$ cat src/rtl/vpr_pkg.sv
// constants, field layouts and carrier types of the vcxo pull range control
// assumes a 32-bit apb slave clocked by the pll reference
package vpr_pkg;

   // register sets, sample and feedback widths
   localparam int SET_MAX = 4;
   localparam int TUNE_W = 8;
   localparam int FB_W = 25;

   // byte offsets
   localparam logic [7:0] SET_FB_BASE = 8'h00;
   localparam logic [7:0] SET_DIV_BASE = 8'h04;
   localparam logic [7:0] SET_STRIDE = 8'h08;
   localparam logic [7:0] CTRL_OFS = 8'h20;
   localparam logic [7:0] STATUS_OFS = 8'h24;

   // field positions
   localparam int FB_FRAC_LSB = 0;
   localparam int FB_INT_LSB = 18;
   localparam int DIV_PRE_LSB = 0;
   localparam int DIV_OUT_LSB = 8;
   localparam int CTRL_GAIN_LSB = 0;
   localparam int CTRL_INV_BIT = 8;
   localparam int CTRL_SEL_LSB = 12;
   localparam int STAT_SET_LSB = 0;
   localparam int STAT_TUNE_LSB = 8;
   localparam int STAT_RECAL_LSB = 16;

   // reset values
   localparam logic [5:0] GAIN_RST = 6'h00;
   localparam logic INV_RST = 1'b0;
   localparam logic [1:0] SEL_RST = 2'h0;

   // full-scale sample times gain times 127 / 2^8 gives 63.5 lsb per gain step
   localparam logic signed [20:0] PULL_NUM = 21'sh00007F;
   localparam int PULL_SHIFT = 8;

   typedef struct packed {
      logic [1:0] prescaler_code;
      logic [6:0] feedback_integer_part;
      logic [17:0] feedback_fraction_part;
      logic [6:0] output_divider_code;
   } vpr_set_t;

   typedef struct packed {
      logic [1:0] prescaler_code;
      logic [FB_W-1:0] feedback_word;
      logic [6:0] output_divider_code;
      logic [1:0] active_set;
      logic recal_start;
   } vpr_pll_cfg_t;

endpackage

$ cat src/rtl/vpr_ctrl.sv
// vcxo pull range control: register sets, tuning offset, select and recalibration
// assumes an apb master on pclk and tuning samples and select pins from outside
`timescale 1ns/100ps
// Overview of operation
// - pull scales 12.5 ppm per gain step
// - slope bit set inverts tuning direction
// - four, two or one register sets
// - set holds prescaler, integer, fraction, divider
// - select bits or pins toggle starts recalibration
// - pull equals 1.27e8/2^19 times gain/M
// - gain is six-bit binary 0 to 63, 0 gives no pull
// - scaled sample added to active fraction
// - active set is OR of bits, pins
module vpr_ctrl #(
   parameter int SET_COUNT = vpr_pkg::SET_MAX
) (
   // clock, reset, enable
   input wire logic pclk,
   input wire logic presetn,
   input wire logic ce,
   // apb slave
   input wire logic psel,
   input wire logic penable,
   input wire logic pwrite,
   input wire logic [7:0] paddr,
   input wire logic [31:0] pwdata,
   output logic [31:0] prdata,
   output logic pready,
   output logic pslverr,
   // asynchronous inputs
   input wire logic [vpr_pkg::TUNE_W-1:0] tuning_voltage_input,
   input wire logic [1:0] freq_set_select,
   // pll configuration
   output vpr_pkg::vpr_pll_cfg_t pll_cfg
);

   typedef struct packed {
      vpr_pkg::vpr_set_t [vpr_pkg::SET_MAX-1:0] sets;
      logic [5:0] gain;
      logic inv;
      logic [1:0] sel_reg;
      logic [1:0] sel_pin_s1;
      logic [1:0] sel_pin_s2;
      logic [vpr_pkg::TUNE_W-1:0] tune_s1;
      logic [vpr_pkg::TUNE_W-1:0] tune_s2;
      logic [1:0] sel_prev;
      logic [7:0] recal_cnt;
      logic pready;
      logic pslverr;
      logic [31:0] prdata;
      vpr_pkg::vpr_pll_cfg_t cfg;
   } vpr_state_t;

   localparam logic [1:0] SET_MASK = 2'(SET_COUNT - 1);

   vpr_state_t state_ff;
   vpr_state_t nxt_state;
   logic signed [vpr_pkg::FB_W-1:0] tune_offset;

   logic [1:0] sel_comb;
   logic [1:0] active;
   logic [1:0] dec_set;
   logic dec_is_set;
   logic dec_ok;
   logic access;
   logic [31:0] rd_word;
   vpr_pkg::vpr_set_t act_set;

   vpr_tune_scale u_scale (
      .pclk(pclk),
      .presetn(presetn),
      .ce(ce),
      .sample($signed(state_ff.tune_s2)),
      .gain(state_ff.gain),
      .invert(state_ff.inv),
      .offset_ff(tune_offset)
   );

   always_comb begin
      nxt_state = state_ff;
      // two-flop capture of pins and tuning sample
      nxt_state.sel_pin_s1 = freq_set_select;
      nxt_state.sel_pin_s2 = state_ff.sel_pin_s1;
      nxt_state.tune_s1 = tuning_voltage_input;
      nxt_state.tune_s2 = state_ff.tune_s1;

      sel_comb = state_ff.sel_reg | state_ff.sel_pin_s2;
      active = sel_comb & SET_MASK;
      act_set = state_ff.sets[active];

      // address decode
      dec_is_set = paddr < vpr_pkg::CTRL_OFS;
      dec_set = paddr[4:3];
      dec_ok = (paddr[1:0] == 2'h0) &&
         ((dec_is_set && ({30'h0, dec_set} < 32'(SET_COUNT))) ||
          paddr == vpr_pkg::CTRL_OFS || paddr == vpr_pkg::STATUS_OFS);
      rd_word = 32'h00000000;
      if (dec_is_set && paddr[2] == vpr_pkg::SET_DIV_BASE[2]) begin
         rd_word[vpr_pkg::DIV_PRE_LSB +: 2] = state_ff.sets[dec_set].prescaler_code;
         rd_word[vpr_pkg::DIV_OUT_LSB +: 7] = state_ff.sets[dec_set].output_divider_code;
      end else if (dec_is_set) begin
         rd_word[vpr_pkg::FB_FRAC_LSB +: 18] = state_ff.sets[dec_set].feedback_fraction_part;
         rd_word[vpr_pkg::FB_INT_LSB +: 7] = state_ff.sets[dec_set].feedback_integer_part;
      end else if (paddr == vpr_pkg::CTRL_OFS) begin
         rd_word[vpr_pkg::CTRL_GAIN_LSB +: 6] = state_ff.gain;
         rd_word[vpr_pkg::CTRL_INV_BIT] = state_ff.inv;
         rd_word[vpr_pkg::CTRL_SEL_LSB +: 2] = state_ff.sel_reg;
      end else if (paddr == vpr_pkg::STATUS_OFS) begin
         rd_word[vpr_pkg::STAT_SET_LSB +: 2] = active;
         rd_word[vpr_pkg::STAT_TUNE_LSB +: vpr_pkg::TUNE_W] = state_ff.tune_s2;
         rd_word[vpr_pkg::STAT_RECAL_LSB +: 8] = state_ff.recal_cnt;
      end

      // apb: ready one cycle into the access phase, write at completion
      access = psel && penable && state_ff.pready;
      nxt_state.pready = psel && penable && !state_ff.pready;
      if (psel && penable && !state_ff.pready) begin
         nxt_state.pslverr = !dec_ok;
         nxt_state.prdata = (!pwrite && dec_ok) ? rd_word : 32'h00000000;
      end else begin
         nxt_state.pslverr = 1'b0;
      end
      if (access && pwrite && dec_ok) begin
         if (dec_is_set && paddr[2] == vpr_pkg::SET_DIV_BASE[2]) begin
            nxt_state.sets[dec_set].prescaler_code =
               pwdata[vpr_pkg::DIV_PRE_LSB +: 2];
            nxt_state.sets[dec_set].output_divider_code =
               pwdata[vpr_pkg::DIV_OUT_LSB +: 7];
         end else if (dec_is_set) begin
            // feedback rewrites do not recalibrate; host toggles select afterwards
            nxt_state.sets[dec_set].feedback_fraction_part =
               pwdata[vpr_pkg::FB_FRAC_LSB +: 18];
            nxt_state.sets[dec_set].feedback_integer_part =
               pwdata[vpr_pkg::FB_INT_LSB +: 7];
         end else if (paddr == vpr_pkg::CTRL_OFS) begin
            nxt_state.gain = pwdata[vpr_pkg::CTRL_GAIN_LSB +: 6];
            nxt_state.inv = pwdata[vpr_pkg::CTRL_INV_BIT];
            nxt_state.sel_reg = pwdata[vpr_pkg::CTRL_SEL_LSB +: 2];
         end
      end

      // select change detection and recalibration pulse
      nxt_state.sel_prev = sel_comb;
      nxt_state.cfg.recal_start = (sel_comb != state_ff.sel_prev);
      if (sel_comb != state_ff.sel_prev) begin
         nxt_state.recal_cnt = state_ff.recal_cnt + 8'h01;
      end

      // active set drives the pll with the tuning offset added to its fraction
      nxt_state.cfg.active_set = active;
      nxt_state.cfg.prescaler_code = act_set.prescaler_code;
      nxt_state.cfg.output_divider_code = act_set.output_divider_code;
      nxt_state.cfg.feedback_word = {act_set.feedback_integer_part,
         act_set.feedback_fraction_part} + tune_offset;
   end

   always_ff @(posedge pclk or negedge presetn) begin
      if (!presetn) begin
         state_ff <= '0;
         state_ff.gain <= vpr_pkg::GAIN_RST;
         state_ff.inv <= vpr_pkg::INV_RST;
         state_ff.sel_reg <= vpr_pkg::SEL_RST;
      end else if (ce) begin
         state_ff <= nxt_state;
      end
   end

   assign prdata = state_ff.prdata;
   assign pready = state_ff.pready;
   assign pslverr = state_ff.pslverr;
   assign pll_cfg = state_ff.cfg;

endmodule

$ cat src/rtl/vpr_tune_scale.sv
// scales the tuning sample by gain and slope into a fractional feedback offset
// assumes sample already synchronised to pclk
`timescale 1ns/100ps
module vpr_tune_scale (
   // clock and reset
   input wire logic pclk,
   input wire logic presetn,
   input wire logic ce,
   // controls
   input wire logic signed [vpr_pkg::TUNE_W-1:0] sample,
   input wire logic [5:0] gain,
   input wire logic invert,
   // result
   output logic signed [vpr_pkg::FB_W-1:0] offset_ff
);

   logic signed [20:0] prod;
   logic signed [20:0] scaled;
   logic signed [vpr_pkg::FB_W-1:0] nxt_offset;

   always_comb begin
      prod = 21'(sample) * $signed({15'h0000, gain}) * vpr_pkg::PULL_NUM;
      scaled = prod >>> vpr_pkg::PULL_SHIFT;
      if (gain == 6'h00) begin
         nxt_offset = '0;
      end else if (invert) begin
         nxt_offset = -vpr_pkg::FB_W'(scaled);
      end else begin
         nxt_offset = vpr_pkg::FB_W'(scaled);
      end
   end

   always_ff @(posedge pclk or negedge presetn) begin
      if (!presetn) begin
         offset_ff <= '0;
      end else if (ce) begin
         offset_ff <= nxt_offset;
      end
   end

endmodule

$ cat config.mk
export PLATFORM = sky130hd
export DESIGN_NAME = vpr_ctrl
export DESIGN_NICKNAME = d
export VERILOG_FILES = /design/src/rtl/vpr_pkg.sv /design/src/rtl/vpr_ctrl.sv /design/src/rtl/vpr_tune_scale.sv
export SDC_FILE = /design/constraint.sdc
export NUM_CORES = 1
export LEC_CHECK = 0
export BUFFER_PORTS_ARGS = -buffer_cell sky130_fd_sc_hd__buf_2
export CORE_MARGIN = 2
export CORE_UTILIZATION = 40
export CTS_CLUSTER_SIZE = 25
export DETAILED_ROUTE_END_ITERATION = 10
export SLEW_MARGIN = 20
export SYNTH_ARGS = -nofsm -noshare
export SYNTH_HDL_FRONTEND = slang
export SYNTH_SLANG_ARGS = --single-unit
$ cat constraint.sdc
create_clock -name pclk -period 23.6 [get_ports pclk]
set_input_delay 3.54 -clock pclk [delete_from_list [all_inputs] [get_ports pclk]]
set_output_delay 3.54 -clock pclk [all_outputs]
set_load 0.01 [all_outputs]
# ---- Word level (Yosys, flattened, before mapping)
# Cells that the tools add are included.
dict set report totals {
  mem_bits_rw 0
  mem_count 0
  latch_bits 0
  romBits 0
  reg_bits 269
}
dict set report op_classes {
  n_reduce_logical 21
  n_addsub 3
  n_eq_ne 3
  mul 2
  div_mod_pow 0
  magnitude_cmp 4
  n_bitwise 3
  shift 0
  n_mux 38
}
# cell n
set ops {}
lappend ops {{136-bit bitwise mux} 4}
lappend ops {{34-bit demux with 2-bit select} 4}
lappend ops {{136-bit two-way mux} 2}
lappend ops {{34-bit binary-select mux with 2-bit select} 2}
lappend ops {{34-bit two-way mux} 3}
lappend ops {{25-bit two-way mux} 4}
lappend ops {{16-bit two-way mux} 2}
lappend ops {{32-bit two-way mux} 1}
lappend ops {{25-bit adder} 1}
lappend ops {{13-bit negator with 25-bit output} 1}
lappend ops {{15-bit by 8-bit multiplier with 21-bit output (second input constant)} 1}
lappend ops {{10-bit two-way mux} 2}
lappend ops {{8-bit by 6-bit equality test with 1-bit output (second input constant)} 2}
lappend ops {{8-bit by 7-bit multiplier with 15-bit output} 1}
lappend ops {{7-bit two-way mux} 2}
lappend ops {{6-bit two-way mux} 2}
lappend ops {{2-bit two-way mux} 5}
lappend ops {{1-bit logical AND} 9}
lappend ops {{8-bit by 1-bit adder with 8-bit output (second input constant)} 1}
lappend ops {{8-bit by 6-bit less-than comparator with 1-bit output (second input constant)} 1}
lappend ops {{6-bit logical NOT} 1}
lappend ops {{2-bit by 3-bit less-than comparator with 1-bit output (second input constant)} 2}
lappend ops {{5-bit AND reduction} 1}
lappend ops {{4-bit two-way mux} 1}
lappend ops {{12 further kinds} 19}

# ---- Logic depth before layout (Yosys ltp)
# Gate-level depths: netlist (run 1).
dict set report logic_depth {
  depth_word 8
  ltp_mapped 38
}

# ---- Hierarchy
# A second synthesis (run 1) with hierarchy kept.
dict set report hier_totals {
  hier_cells 1680
  area_unflattened_um2 18940.7
}
# mod instances cells_each area_each_um2
set by_module_without_submodules {}
lappend by_module_without_submodules {vpr_ctrl 1 981 12714.7}
lappend by_module_without_submodules {vpr_tune_scale 1 699 6226.0}

# ---- Worst setup path after synthesis (run 1)
# Ideal clock, no wire load.
dict set report synth_path {
  path_kind {register to register}
  start {reg, netlist name state_ff[105]}
  end {reg u_scale.offset_ff[23] (netlist name)}
  t_arrival_ns 9.297
  period_less_slack_ns 9.368
  n_path_buf 3
  stages_incl_launch_ff 35
  required_time_ns 23.530
  slack_ns 14.232
  setup_time_ns 0.070
  path_cell_list {dfrtp_1 > clkbuf_1 > nand2_1 > fa_1 > fa_1 > inv_1 > fa_1 > inv_1 > fa_1 > inv_1 > ha_1 > a21oi_1 > o21ai_1 > a221oi_2 > xnor2_1 > inv_1 > ha_1 > clkbuf_1 > xnor2_1 > fa_1 > inv_1 > fa_1 > inv_1 > fa_1 > inv_1 > ha_1 > a21o_1 > a21oi_1 > o21ai_1 > a21oi_1 > xnor2_1 > xnor2_2 > or4_1 > buf_2 > nand3_1}
}
dict set report synth_between {
  elab_chain_cells 5
}
# item line_no
set synth_lines {}
lappend synth_lines {{8-bit by 7-bit multiplier with 15-bit output} vpr_tune_scale.sv:22} ;# prod = 21'(sample) * $signed({15'h0000, gain}) * vpr_pkg::PULL_NUM;
lappend synth_lines {{15-bit by 8-bit multiplier with 21-bit output} vpr_tune_scale.sv:22}
lappend synth_lines {{13-bit negator with 25-bit output} vpr_tune_scale.sv:27} ;# nxt_offset = -vpr_pkg::FB_W'(scaled);
lappend synth_lines {{25-bit two-way mux} vpr_tune_scale.sv:26} ;# end else if (invert) begin
lappend synth_lines {{25-bit two-way mux (*)} vpr_tune_scale.sv:24} ;# if (gain == 6'h00) begin
lappend synth_lines {{end signal: assignment} vpr_tune_scale.sv:37} ;# offset_ff <= nxt_offset;
lappend synth_lines {{end: declaration} vpr_tune_scale.sv:14} ;# output logic signed [vpr_pkg::FB_W-1:0] offset_ff
# Mark *: on every way between the ends. The rest lies on a longest branch, timed or not.
# A chain may end at the register's enable or synchronous reset.

# ---- Worst setup path in the final report (run 1)
dict set report layout_path {
  start {reg state_ff[86] (netlist name)}
  end {reg u_scale.offset_ff[24] (netlist name)}
}
dict set report layout_between {
  elab_chain_cells 5
}
# item line_no
set layout_lines {}
lappend layout_lines {{start: declaration} vpr_ctrl.sv:56} ;# vpr_state_t state_ff;
lappend layout_lines {{start signal: assignment} vpr_ctrl.sv:164} ;# state_ff <= nxt_state;
lappend layout_lines {{8-bit by 7-bit multiplier with 15-bit output (*)} vpr_tune_scale.sv:22}
lappend layout_lines {{15-bit by 8-bit multiplier with 21-bit output (*)} vpr_tune_scale.sv:22}
lappend layout_lines {{13-bit negator with 25-bit output} vpr_tune_scale.sv:27}
lappend layout_lines {{25-bit two-way mux (*)} vpr_tune_scale.sv:26}
lappend layout_lines {{25-bit two-way mux (*)} vpr_tune_scale.sv:24}
# Marks and branches as above.

==> results of run 1 <==
## routing by layer
layer	up-vias	GRT usage (%)	wire length, um
li1	5802	-	-
met1	6454	27.1	21200
met2	267	31.2	21300
met3	48	2.14	1900
met4	2	3.42	656
met5	-	0	13
## worst max-delay path by stage
stage	from	end	slack [ps]
6_report	state_ff[86]	u_scale.offset_ff[24]	13620
4_1_cts	state_ff[86]	u_scale.offset_ff[22]	13550
3_3_place_gp	state_ff[86]	u_scale.offset_ff[24]	13670
3_5_place_dp	state_ff[86]	u_scale.offset_ff[18]	13540
2_1_floorplan	state_ff[105]	u_scale.offset_ff[23]	14230
5_1_grt	state_ff[105]	u_scale.offset_ff[24]	12860
## synthesized netlist by cell type, drive strengths merged (12+ instances only)
cell type,count
dfrtp,262
fa,93
ha,93
mux2,191
o2bb2ai,12
xor2,22
and2,47
nor2,49
a21o,22
o22ai,15
nand2,106
o21ai,56
a22oi,13
nor3,14
xnor2,60
nand3,27
a21oi,47
buf,85
clkbuf,49
inv,195
mux4,62
## cells in the final DEF, fill, tap and decap left out, types with 7 or more instances in the layout
master / instances
sky130_fd_sc_hd__a21oi_1: 46
sky130_fd_sc_hd__nor2_1: 46
sky130_fd_sc_hd__a31oi_1: 8
sky130_fd_sc_hd__a22oi_1: 13
sky130_fd_sc_hd__mux2_2: 191
sky130_fd_sc_hd__nand3_1: 25
sky130_fd_sc_hd__a21o_1: 22
sky130_fd_sc_hd__o21ai_0: 51
sky130_fd_sc_hd__clkbuf_8: 8
sky130_fd_sc_hd__conb_1: 7
sky130_fd_sc_hd__ha_1: 93
sky130_fd_sc_hd__o22ai_1: 15
sky130_fd_sc_hd__buf_4: 15
sky130_fd_sc_hd__clkbuf_16: 31
sky130_fd_sc_hd__nand2_1: 106
sky130_fd_sc_hd__nor2b_1: 8
sky130_fd_sc_hd__and2_1: 47
sky130_fd_sc_hd__or2_2: 7
sky130_fd_sc_hd__fa_1: 93
sky130_fd_sc_hd__mux4_2: 62
sky130_fd_sc_hd__nand2b_1: 11
sky130_fd_sc_hd__xor2_1: 22
sky130_fd_sc_hd__nand4_1: 9
sky130_fd_sc_hd__dfrtp_1: 262
sky130_fd_sc_hd__inv_1: 192
sky130_fd_sc_hd__xnor2_1: 58
sky130_fd_sc_hd__o31ai_1: 11
sky130_fd_sc_hd__nor3_1: 13
sky130_fd_sc_hd__buf_2: 111
sky130_fd_sc_hd__o2bb2ai_1: 12
sky130_fd_sc_hd__mux2i_1: 9
## worst reg2reg max path: cells and delay by family (launching register included)
| family | cells | cell delay [ps] |
|---|---|---|
| and+or+nand+nor | 2 | 490 |
| muxes | 1 | 530 |
| xor gates and xnor gates | 3 | 1190 |
| AOI/OAI and AO/OA | 9 | 1960 |
| buffers and inverters | 6 | 290 |
| DFF | 1 | 500 |
| adders and majority gates | 10 | 4890 |
## cell families after synthesis
| family | Yosys count |
|---|---|
| adders and majority gates | 187 |
| muxes | 262 |
| other | 1 |
| xor gates and xnor gates | 82 |
| AOI/OAI and AO/OA | 242 |
| buffers and inverters | 329 |
| DFF | 262 |
| and+or+nand+nor | 307 |
## layout make-up
class                           instances  area share (%)
Multi-Input combinational cell       1087            51.7
Timing Repair Buffer                  129            3.51
Antenna cell                            1          0.0122
Sequential cell                       262            31.9
Clock buffer                           43            4.39
Inverter                              195            3.56
Tap cell                              607            3.70
Clock inverter                         15            1.26
## power by group through the flow
stage          Sequential (mW)  Combinational (mW)  Clock (mW)
6_report                 0.478              0.0761       0.534
3_5_place_dp             0.486              0.0764           0
3_3_place_gp             0.485              0.0750           0
4_1_cts                  0.478              0.0766       0.545
5_1_grt                  0.479              0.0837       0.564
2_1_floorplan            0.479              0.0474           0
## stage by stage
step | power [mW] | cell area [um2]
CTS | 1.10 | 20500
finish | 1.09 | 20500
detailed placement | 0.562 | 19300
global route | 1.13 | 20500
floorplan | 0.526 | 18600
global placement | 0.560 | 19300
## flip-flops by register name, summed over array words and instances, names as in the netlist
signal / flops
pready: 1
state_ff: 165
nxt_state: 10
pslverr: 1
pll_cfg: 35
prdata: 25
u_scale.offset_ff: 25
==> qor.log, run 1 <==
[run_status] status complete, no violations
[sta] setup violators final 0
[worst_setup_path] reg2reg path depth 31
[logic_synthesis] Synth Area in Adders 16.3%
[worst_setup_path] worst reg2reg path startpoint state_ff[86]
[sta] setup slack after layout 13,620 ps
[floorplan] DIE AREA 48,300 um2
[worst_setup_path] crit-path leading delay family adder cells
[logic_synthesis] count of state elements after synthesis 262
[worst_setup_path] Critical R2R Capture u_scale.offset_ff[24]
[hold_path] Min-Delay Path Class reg -> reg
[routing] DRC marker count from the first detailed-route iteration 648
[sta] actual slew at the worst max-slew pin 1020 ps
[logic_synthesis] count of flip-flops with a built-in enable after synthesis 0
[clock_tree] maximum clock path buffer count 3
[final_layout] count of non-filler cells in the finished layout 2,339
[clock_tree] CTS H-tree lvls 1
[logic_synthesis] share of the synthesized area in the top cell type 35.2%
[routing] total wire length after detailed routing 45,100 um
[floorplan] horizontal die dimension 220 um
[sta] Hold Worst Slack 478 ps
[sta] setup repair after global routing missed its margin false
[sta] Max Freq 0.100 GHz
[final_layout] register cell area after layout 6560 um2
[power_and_ir_drop] cell leakage power 10.4 nW
[sta] clock skew after layout 21.9 ps
[logic_synthesis] simple logic cell fraction of the synthesized area 8.21%
[clock_tree] TritonCTS buffer count 31
[power_and_ir_drop] Sequential Power Share 43.9%
[placement] total half-perimeter wirelength after legalization and detailed placement 32,500 um
[logic_synthesis] most instantiated flip-flop cell in the synthesis netlist sky130_fd_sc_hd__dfrtp_1
[worst_setup_path] critical path launch point type register
[routing] WL per Instance 19.3 um
[global_routing] number of antenna violations at the first check in global routing 2
[logic_synthesis] average footprint of a synthesized cell 11.1 um2
[final_layout] P&R area growth vs syn 10.3%
[floorplan] number of placed I/O pins 127
[clock_tree] post-cts hold buffer count 0
[worst_setup_path] top fanout value on the critical path 8
[logic_synthesis] number of warnings issued by yosys 0
[logic_synthesis] cell type with the highest aggregate area in the netlist sky130_fd_sc_hd__dfrtp_1
[power_and_ir_drop] P_int 824 uW
[routing] 1st-pass router iterations 5
[worst_setup_path] peak per-stage delay on the critical path 800 ps
[global_routing] wire length of the first global-routing pass 71,000 um
[floorplan] starting density of the core 40.3%
[worst_setup_path] WP buf/inv 6
[clock_tree] clock latency reported for the late side of the worst-skew pair 590 ps
[logic_synthesis] portion of the post-synthesis area used by sequential elements 35.2%
[sta] worst rel slew slack 31.2%
[power_and_ir_drop] Peak VDD IR 0.0000529 V
[placement] GP Congestion 0.826
[worst_setup_path] data required time of the critical path 24,030 ps
[hold_path] Worst Hold Path EP prdata[22]
[logic_synthesis] dominant combinational cell family by area after synthesis multiplexers
[logic_synthesis] Syn Inst Count 1,672
[logic_synthesis] fraction of synthesized area in multiplexers 19.5%
[clock_tree] count of cells resized by post-cts repair 0
[floorplan] total number of placement rows 79
[sta] Slew Limit Fails 0
[worst_setup_path] arrival time at the worst endpoint 10,410 ps
[sta] time the worst path needs with I/O delays and setup 9980 ps
[global_routing] GRT Resource Usage Total 18.9%
[global_routing] remaining global-route overflow 0
[hold_path] WHS Path Cells 2
[placement] cell total after placement 2,279
[worst_setup_path] Critical Path Most Common Cell sky130_fd_sc_hd__fa_1
[floorplan] Die Ht 220 um
[sta] Period Utilization, post-route 42.3%
[sta] final hold viol count 0
[power_and_ir_drop] Comb power frac 7.0%
[logic_synthesis] largest cells by area after synthesis sky130_fd_sc_hd__dfrtp_1, sky130_fd_sc_hd__mux2_2, sky130_fd_sc_hd__fa_1
[floorplan] placeable core area 46,300 um2
[routing] vias 12,573
[clock_tree] clock-pin slew of the registers on the worst-case setup and hold paths 60 ps
[final_layout] post-layout utilization of the core 44.4%
[logic_synthesis] Netlist Area Pre-Place 18,600 um2
[logic_synthesis] Synth Area in Compound Gates 8.77%
[worst_setup_path] category of the most critical setup path reg -> reg
[placement] number of port buffers 112
[routing] post-detailed-route DRC marker count 0
[clock_tree] root buf cell sky130_fd_sc_hd__clkbuf_16
[power_and_ir_drop] clock share of power 49.1%
[worst_setup_path] worst reg2reg setup slack 13,620 ps
[hold_path] startpoint of the worst hold path prdata[22]
[power_and_ir_drop] switching power 264 uW
[power_and_ir_drop] switching power as a share of total power 24.3%
[power_and_ir_drop] power per cell area 53.0 nW/um2
[final_layout] number of fill cells in the layout 4,412
[logic_synthesis] share of synthesized registers carrying an async set or reset 100%
[clock_tree] TritonCTS clock tree done
[global_routing] maximum number of pins on one net before global-route repair 134
[sta] Fin Setup TNS 0 ps
[final_layout] combined area of the multi-input logic cells 10,600 um2
[clock_tree] Post-CTS Setup Inserts 0
[final_layout] fraction of final layout cells with drive strength greater than 1 26.6%
[final_layout] number of nets in the layout 1,948
[routing] DRT antenna net count 0
[global_routing] number of global-route vias before repair 12,695
[placement] worst setup slack after placement 13,540 ps
[routing] via/cell ratio 5.38
[run] max-cap viol count 0
[logic_synthesis] unique cell type count in the Yosys netlist 73
[worst_setup_path] slowest library cell on the worst path sky130_fd_sc_hd__xnor2_1
[clock_tree] CTS Sinks 262
[worst_setup_path] CP Capture Type register
[logic_synthesis] xor and xnor area share after synthesis 3.90%
[worst_setup_path] critical path depth in cells 31
(Power assumes the default switching activity.)
==> inputs of run 2 (changes only) <==
--- a/config.mk
+++ b/config.mk
@@ -5,6 +5,7 @@
 export SDC_FILE = /design/constraint.sdc
 export NUM_CORES = 1
 export LEC_CHECK = 0
+export ABC_AREA = 1
 export BUFFER_PORTS_ARGS = -buffer_cell sky130_fd_sc_hd__buf_2
 export CORE_MARGIN = 2
 export CORE_UTILIZATION = 40
==> constraint.sdc (replaced) <==
create_clock -name pclk -period 8.4 [get_ports pclk]
set_input_delay 1.26 -clock pclk [delete_from_list [all_inputs] [get_ports pclk]]
set_output_delay 1.26 -clock pclk [all_outputs]
set_load 0.01 [all_outputs]
==> run 2 against run 1 <==
  * The run now ends with design-rule violations left
  * Critical path type unchanged
  * Wire length rose by 17%
  * Global-route usage is 2.3 points higher
  * Setup slack worse by 13000 ps
  * Sequential share of layout area decreased by 1.2 points
  * Die area up 1.7%
  * Cell count rose by 32%
  * Fmax is 25% higher
  * Worst hold slack got worse by 7.7 ps
==> qor.log, run 2 <==
[placement] number of port buffers 112 [unchanged]
[clock_tree] CTS Sinks 262 [unchanged]
[global_routing] number of antenna violations at the first check in global routing 1 [-1]
[worst_setup_path] critical path depth in cells 45 [+45%]
[logic_synthesis] most used standard cell by instance count after synthesis sky130_fd_sc_hd__nand2_1
[global_routing] wire length of the first global-routing pass 83,900 um [+18%]
[hold_path] WHS Path Cells 2 [unchanged]
[floorplan] horizontal die dimension 222 um [+0.83%]
[power_and_ir_drop] Peak VDD IR 0.000147 V [+180%]
[sta] Period Utilization, post-route 95.2% [+53 points]
[logic_synthesis] unique cell type count in the Yosys netlist 56 [-23%]
[clock_tree] post-cts hold buffer count 0 [unchanged]
[sta] actual slew at the worst max-slew pin 1070 ps [+49.5 ps]
[worst_setup_path] slowest library cell on the worst path sky130_fd_sc_hd__fa_1
[run_status] failing checks design-rule violations
[global_routing] remaining global-route overflow 0 [unchanged]
[sta] Slew Limit Fails 0 [unchanged]
[worst_setup_path] WP buf/inv 12 [+6]
[hold_path] Worst Hold Path EP nxt_state[81]
[hold_path] Min-Delay Path Class reg -> reg
[run] max-cap viol count 0 [unchanged]
[final_layout] number of flip-flops under the largest register name 165 [unchanged]
[placement] worst setup slack after placement -89.2 ps [-13,620 ps]
[floorplan] Die Ht 222 um [+0.83%]
[logic_synthesis] portion of the post-synthesis area used by sequential elements 34.6% [-0.59 points]
[logic_synthesis] number of warnings issued by yosys 0 [unchanged]
[worst_setup_path] reg2reg path depth 45 [+45%]
[clock_tree] clock latency reported for the late side of the worst-skew pair 550 ps [-40 ps]
[worst_setup_path] worst reg2reg path startpoint state_ff[88]
[floorplan] starting density of the core 40.6% [+0.33 points]
[final_layout] commonest non-fill, non-tap cell in the layout sky130_fd_sc_hd__nand2_1
[routing] vias 16,142 [+28%]
[routing] WL per Instance 17.1 um [-11%]
[worst_setup_path] category of the most critical setup path reg -> reg
[routing] total wire length after detailed routing 52,800 um [+17%]
[logic_synthesis] most instantiated flip-flop cell in the synthesis netlist sky130_fd_sc_hd__dfrtp_1
[global_routing] maximum number of pins on one net before global-route repair 169 [+26%]
[final_layout] Diodes inserted 0 [-1]
[placement] total half-perimeter wirelength after legalization and detailed placement 37,900 um [+17%]
[routing] post-detailed-route DRC marker count 7 [+7]
[sta] Max Freq 0.125 GHz [+25%]
[sta] Fin Setup TNS 0 ps [unchanged]
[routing] 1st-pass router iterations 9 [+4]
[logic_synthesis] count of flip-flops with a built-in enable after synthesis 0 [unchanged]
[floorplan] placeable core area 46,700 um2 [+0.85%]
[logic_synthesis] most frequent cells after synthesis sky130_fd_sc_hd__nand2_1, sky130_fd_sc_hd__inv_1, sky130_fd_sc_hd__o21ai_0
[worst_setup_path] Critical R2R Capture u_scale.offset_ff[19]
[clock_tree] TritonCTS buffer count 27 [-13%]
[hold_path] startpoint of the worst hold path nxt_state[81]
[worst_setup_path] Critical Path Most Common Cell sky130_fd_sc_hd__nand2_1
[logic_synthesis] Netlist Area Pre-Place 18,900 um2 [+1.7%]
[logic_synthesis] cell type with the highest aggregate area in the netlist sky130_fd_sc_hd__dfrtp_1
[routing] DRT antenna net count 0 [unchanged]
[worst_setup_path] crit-path leading delay family adder cells
[final_layout] largest reg by FF count state_ff
[global_routing] number of global-route vias before repair 15,602 [+23%]
[routing] via/cell ratio 5.22 [-2.9%]
[global_routing] GRT Resource Usage Total 21.2% [+2.3 points]
[sta] final hold viol count 0 [unchanged]
[sta] Hold Worst Slack 470 ps [-7.67 ps]
[clock_tree] maximum clock path buffer count 3 [unchanged]
[final_layout] post-layout utilization of the core 45.8% [+1.4 points]
[final_layout] commonest cells after routing, fill and taps aside sky130_fd_sc_hd__nand2_1, sky130_fd_sc_hd__inv_1, sky130_fd_sc_hd__o21ai_0
[logic_synthesis] count of state elements after synthesis 262 [unchanged]
[floorplan] DIE AREA 49,100 um2 [+1.7%]
[logic_synthesis] average footprint of a synthesized cell 7.85 um2 [-30%]
[power_and_ir_drop] power per cell area 139 nW/um2 [+160%]
[logic_synthesis] share of the synthesized area in the top cell type 34.6% [-0.59 points]
[final_layout] number of nets in the layout 2,708 [+39%]
[power_and_ir_drop] cell leakage power 11.0 nW [+5.3%]
[worst_setup_path] peak per-stage delay on the critical path 520 ps [-280 ps]
[sta] setup slack after layout 405 ps [-13,210 ps]
[worst_setup_path] data required time of the critical path 8820 ps [-15,210 ps]
[sta] time the worst path needs with I/O delays and setup 8000 ps [-1990 ps]
[sta] clock skew after layout 12.4 ps [-9.58 ps]
[worst_setup_path] CP Capture Type register
[worst_setup_path] top fanout value on the critical path 6 [-2]
[clock_tree] root buf cell sky130_fd_sc_hd__clkbuf_16
[final_layout] number of fill cells in the layout 4,643 [+5.2%]
[worst_setup_path] critical path launch point type register
[clock_tree] CTS H-tree lvls 1 [unchanged]
[logic_synthesis] share of synthesized registers carrying an async set or reset 100% [unchanged]
[placement] GP Congestion 0.853 [+3.4%]
[logic_synthesis] largest cells by area after synthesis sky130_fd_sc_hd__dfrtp_1, sky130_fd_sc_hd__nand2_1, sky130_fd_sc_hd__fa_1
[worst_setup_path] arrival time at the worst endpoint 8420 ps [-1990 ps]
[floorplan] total number of placement rows 79 [unchanged]
[clock_tree] clock-pin slew of the registers on the worst-case setup and hold paths 60 ps [about the same]
[clock_tree] TritonCTS clock tree done
[worst_setup_path] worst reg2reg setup slack 400 ps [-13,210 ps]
[final_layout] fraction of final layout cells with drive strength greater than 1 15.3% [-11 points]
[run_status] status complete, but fails checks
[logic_synthesis] Syn Inst Count 2,414 [+44%]
[sta] worst rel slew slack 28.1% [-3.1 points]
[routing] DRC marker count from the first detailed-route iteration 1,329 [+110%]
[final_layout] P&R area growth vs syn 12.8%
[floorplan] number of placed I/O pins 127 [unchanged]
[sta] setup violators final 0 [unchanged]
run 2: cell types whose count changed after synthesis, sizes merged, moves of 19 or more:
cell	before	now
a21oi	47	103
o22ai	15	64
a21o	22	3
and2	47	1
clkbuf	49	87
nand3	27	68
o21ai	56	286
mux4	62	0
xnor2	60	22
nor2	49	153
inv	195	390
mux2	191	1
nand2	106	546
run 2: final cells by class:
| class | instances | area (um2) | area share, % |
|---|---|---|---|
| timing repair buffer | 182 | 1120 | 5.27 |
| sequential | 262 | 6560 | 30.7 |
| clock buffer | 41 | 778 | 3.64 |
| clock inverter | 7 | 88.8 | 0.416 |
| multi-input combinational | 1599 | 10600 | 49.5 |
| tap | 607 | 759 | 3.56 |
| inverter | 394 | 1480 | 6.93 |
run 2: through the flow:
step / instances / total power [mW] / area (um2)
global route: 3092 / 3.10 / 21400
global placement: 3026 / 1.78 / 19800
floorplan: 2420 / 1.64 / 19000
finish: 3092 / 2.98 / 21400
detailed placement: 3026 / 1.79 / 19800
CTS: 3074 / 2.99 / 20700
run 2: worst max-delay path by stage:
stage          slack (ps)                    end     startpoint
2_1_floorplan         410  u_scale.offset_ff[12]  state_ff[105]
3_3_place_gp          -10  u_scale.offset_ff[23]  state_ff[105]
3_5_place_dp          -90  u_scale.offset_ff[19]  state_ff[105]
4_1_cts                70  u_scale.offset_ff[12]   state_ff[88]
5_1_grt               -40  u_scale.offset_ff[17]   state_ff[88]
6_report              400  u_scale.offset_ff[19]   state_ff[88]
run 2: timing repair:
| action | 4_1_cts | 5_1_grt |
|---|---|---|
| setup endpoints to repair | 14 | 22 |
| resized for setup | 2 | 117 |
| pin swaps | 0 | 41 |
| buffers inserted | 0 | 18 |
run 2: power breakdown:
| part | internal (mW) | switching (mW) |
|---|---|---|
| combinational | 0.129 | 0.276 |
| clock | 0.698 | 0.507 |
| sequential | 1.32 | 0.0492 |
| total | 2.15 | 0.832 |
run 2: worst register-to-register path: cells and delay by family, from the launching register on:
kind / cells / cell delay, ps
adder cells (fa/ha/maj): 9 / 3990
AND/OR/NAND/NOR: 19 / 1670
buffers and inverters: 12 / 1030
AO/OA/AOI/OAI: 4 / 600
flip-flops: 1 / 430
XOR/XNOR: 1 / 150
run 2: cells by family after synthesis:
| group | share of synthesized area (%) |
|---|---|
| other | 0.0198 |
| XOR/XNOR | 2.58 |
| flip-flops | 34.6 |
| AO/OA/AOI/OAI | 15.6 |
| buffers and inverters | 12.6 |
| adder cells (fa/ha/maj) | 16.0 |
| multiplexers | 0.482 |
| AND/OR/NAND/NOR | 18.1 |
run 2: layer usage:
layer  global-route usage [%]  routed length (um)
met5                        0                  13
met2                     34.1               24000
met4                     4.51                1160
met3                     3.31                3340
met1                     30.1               24200
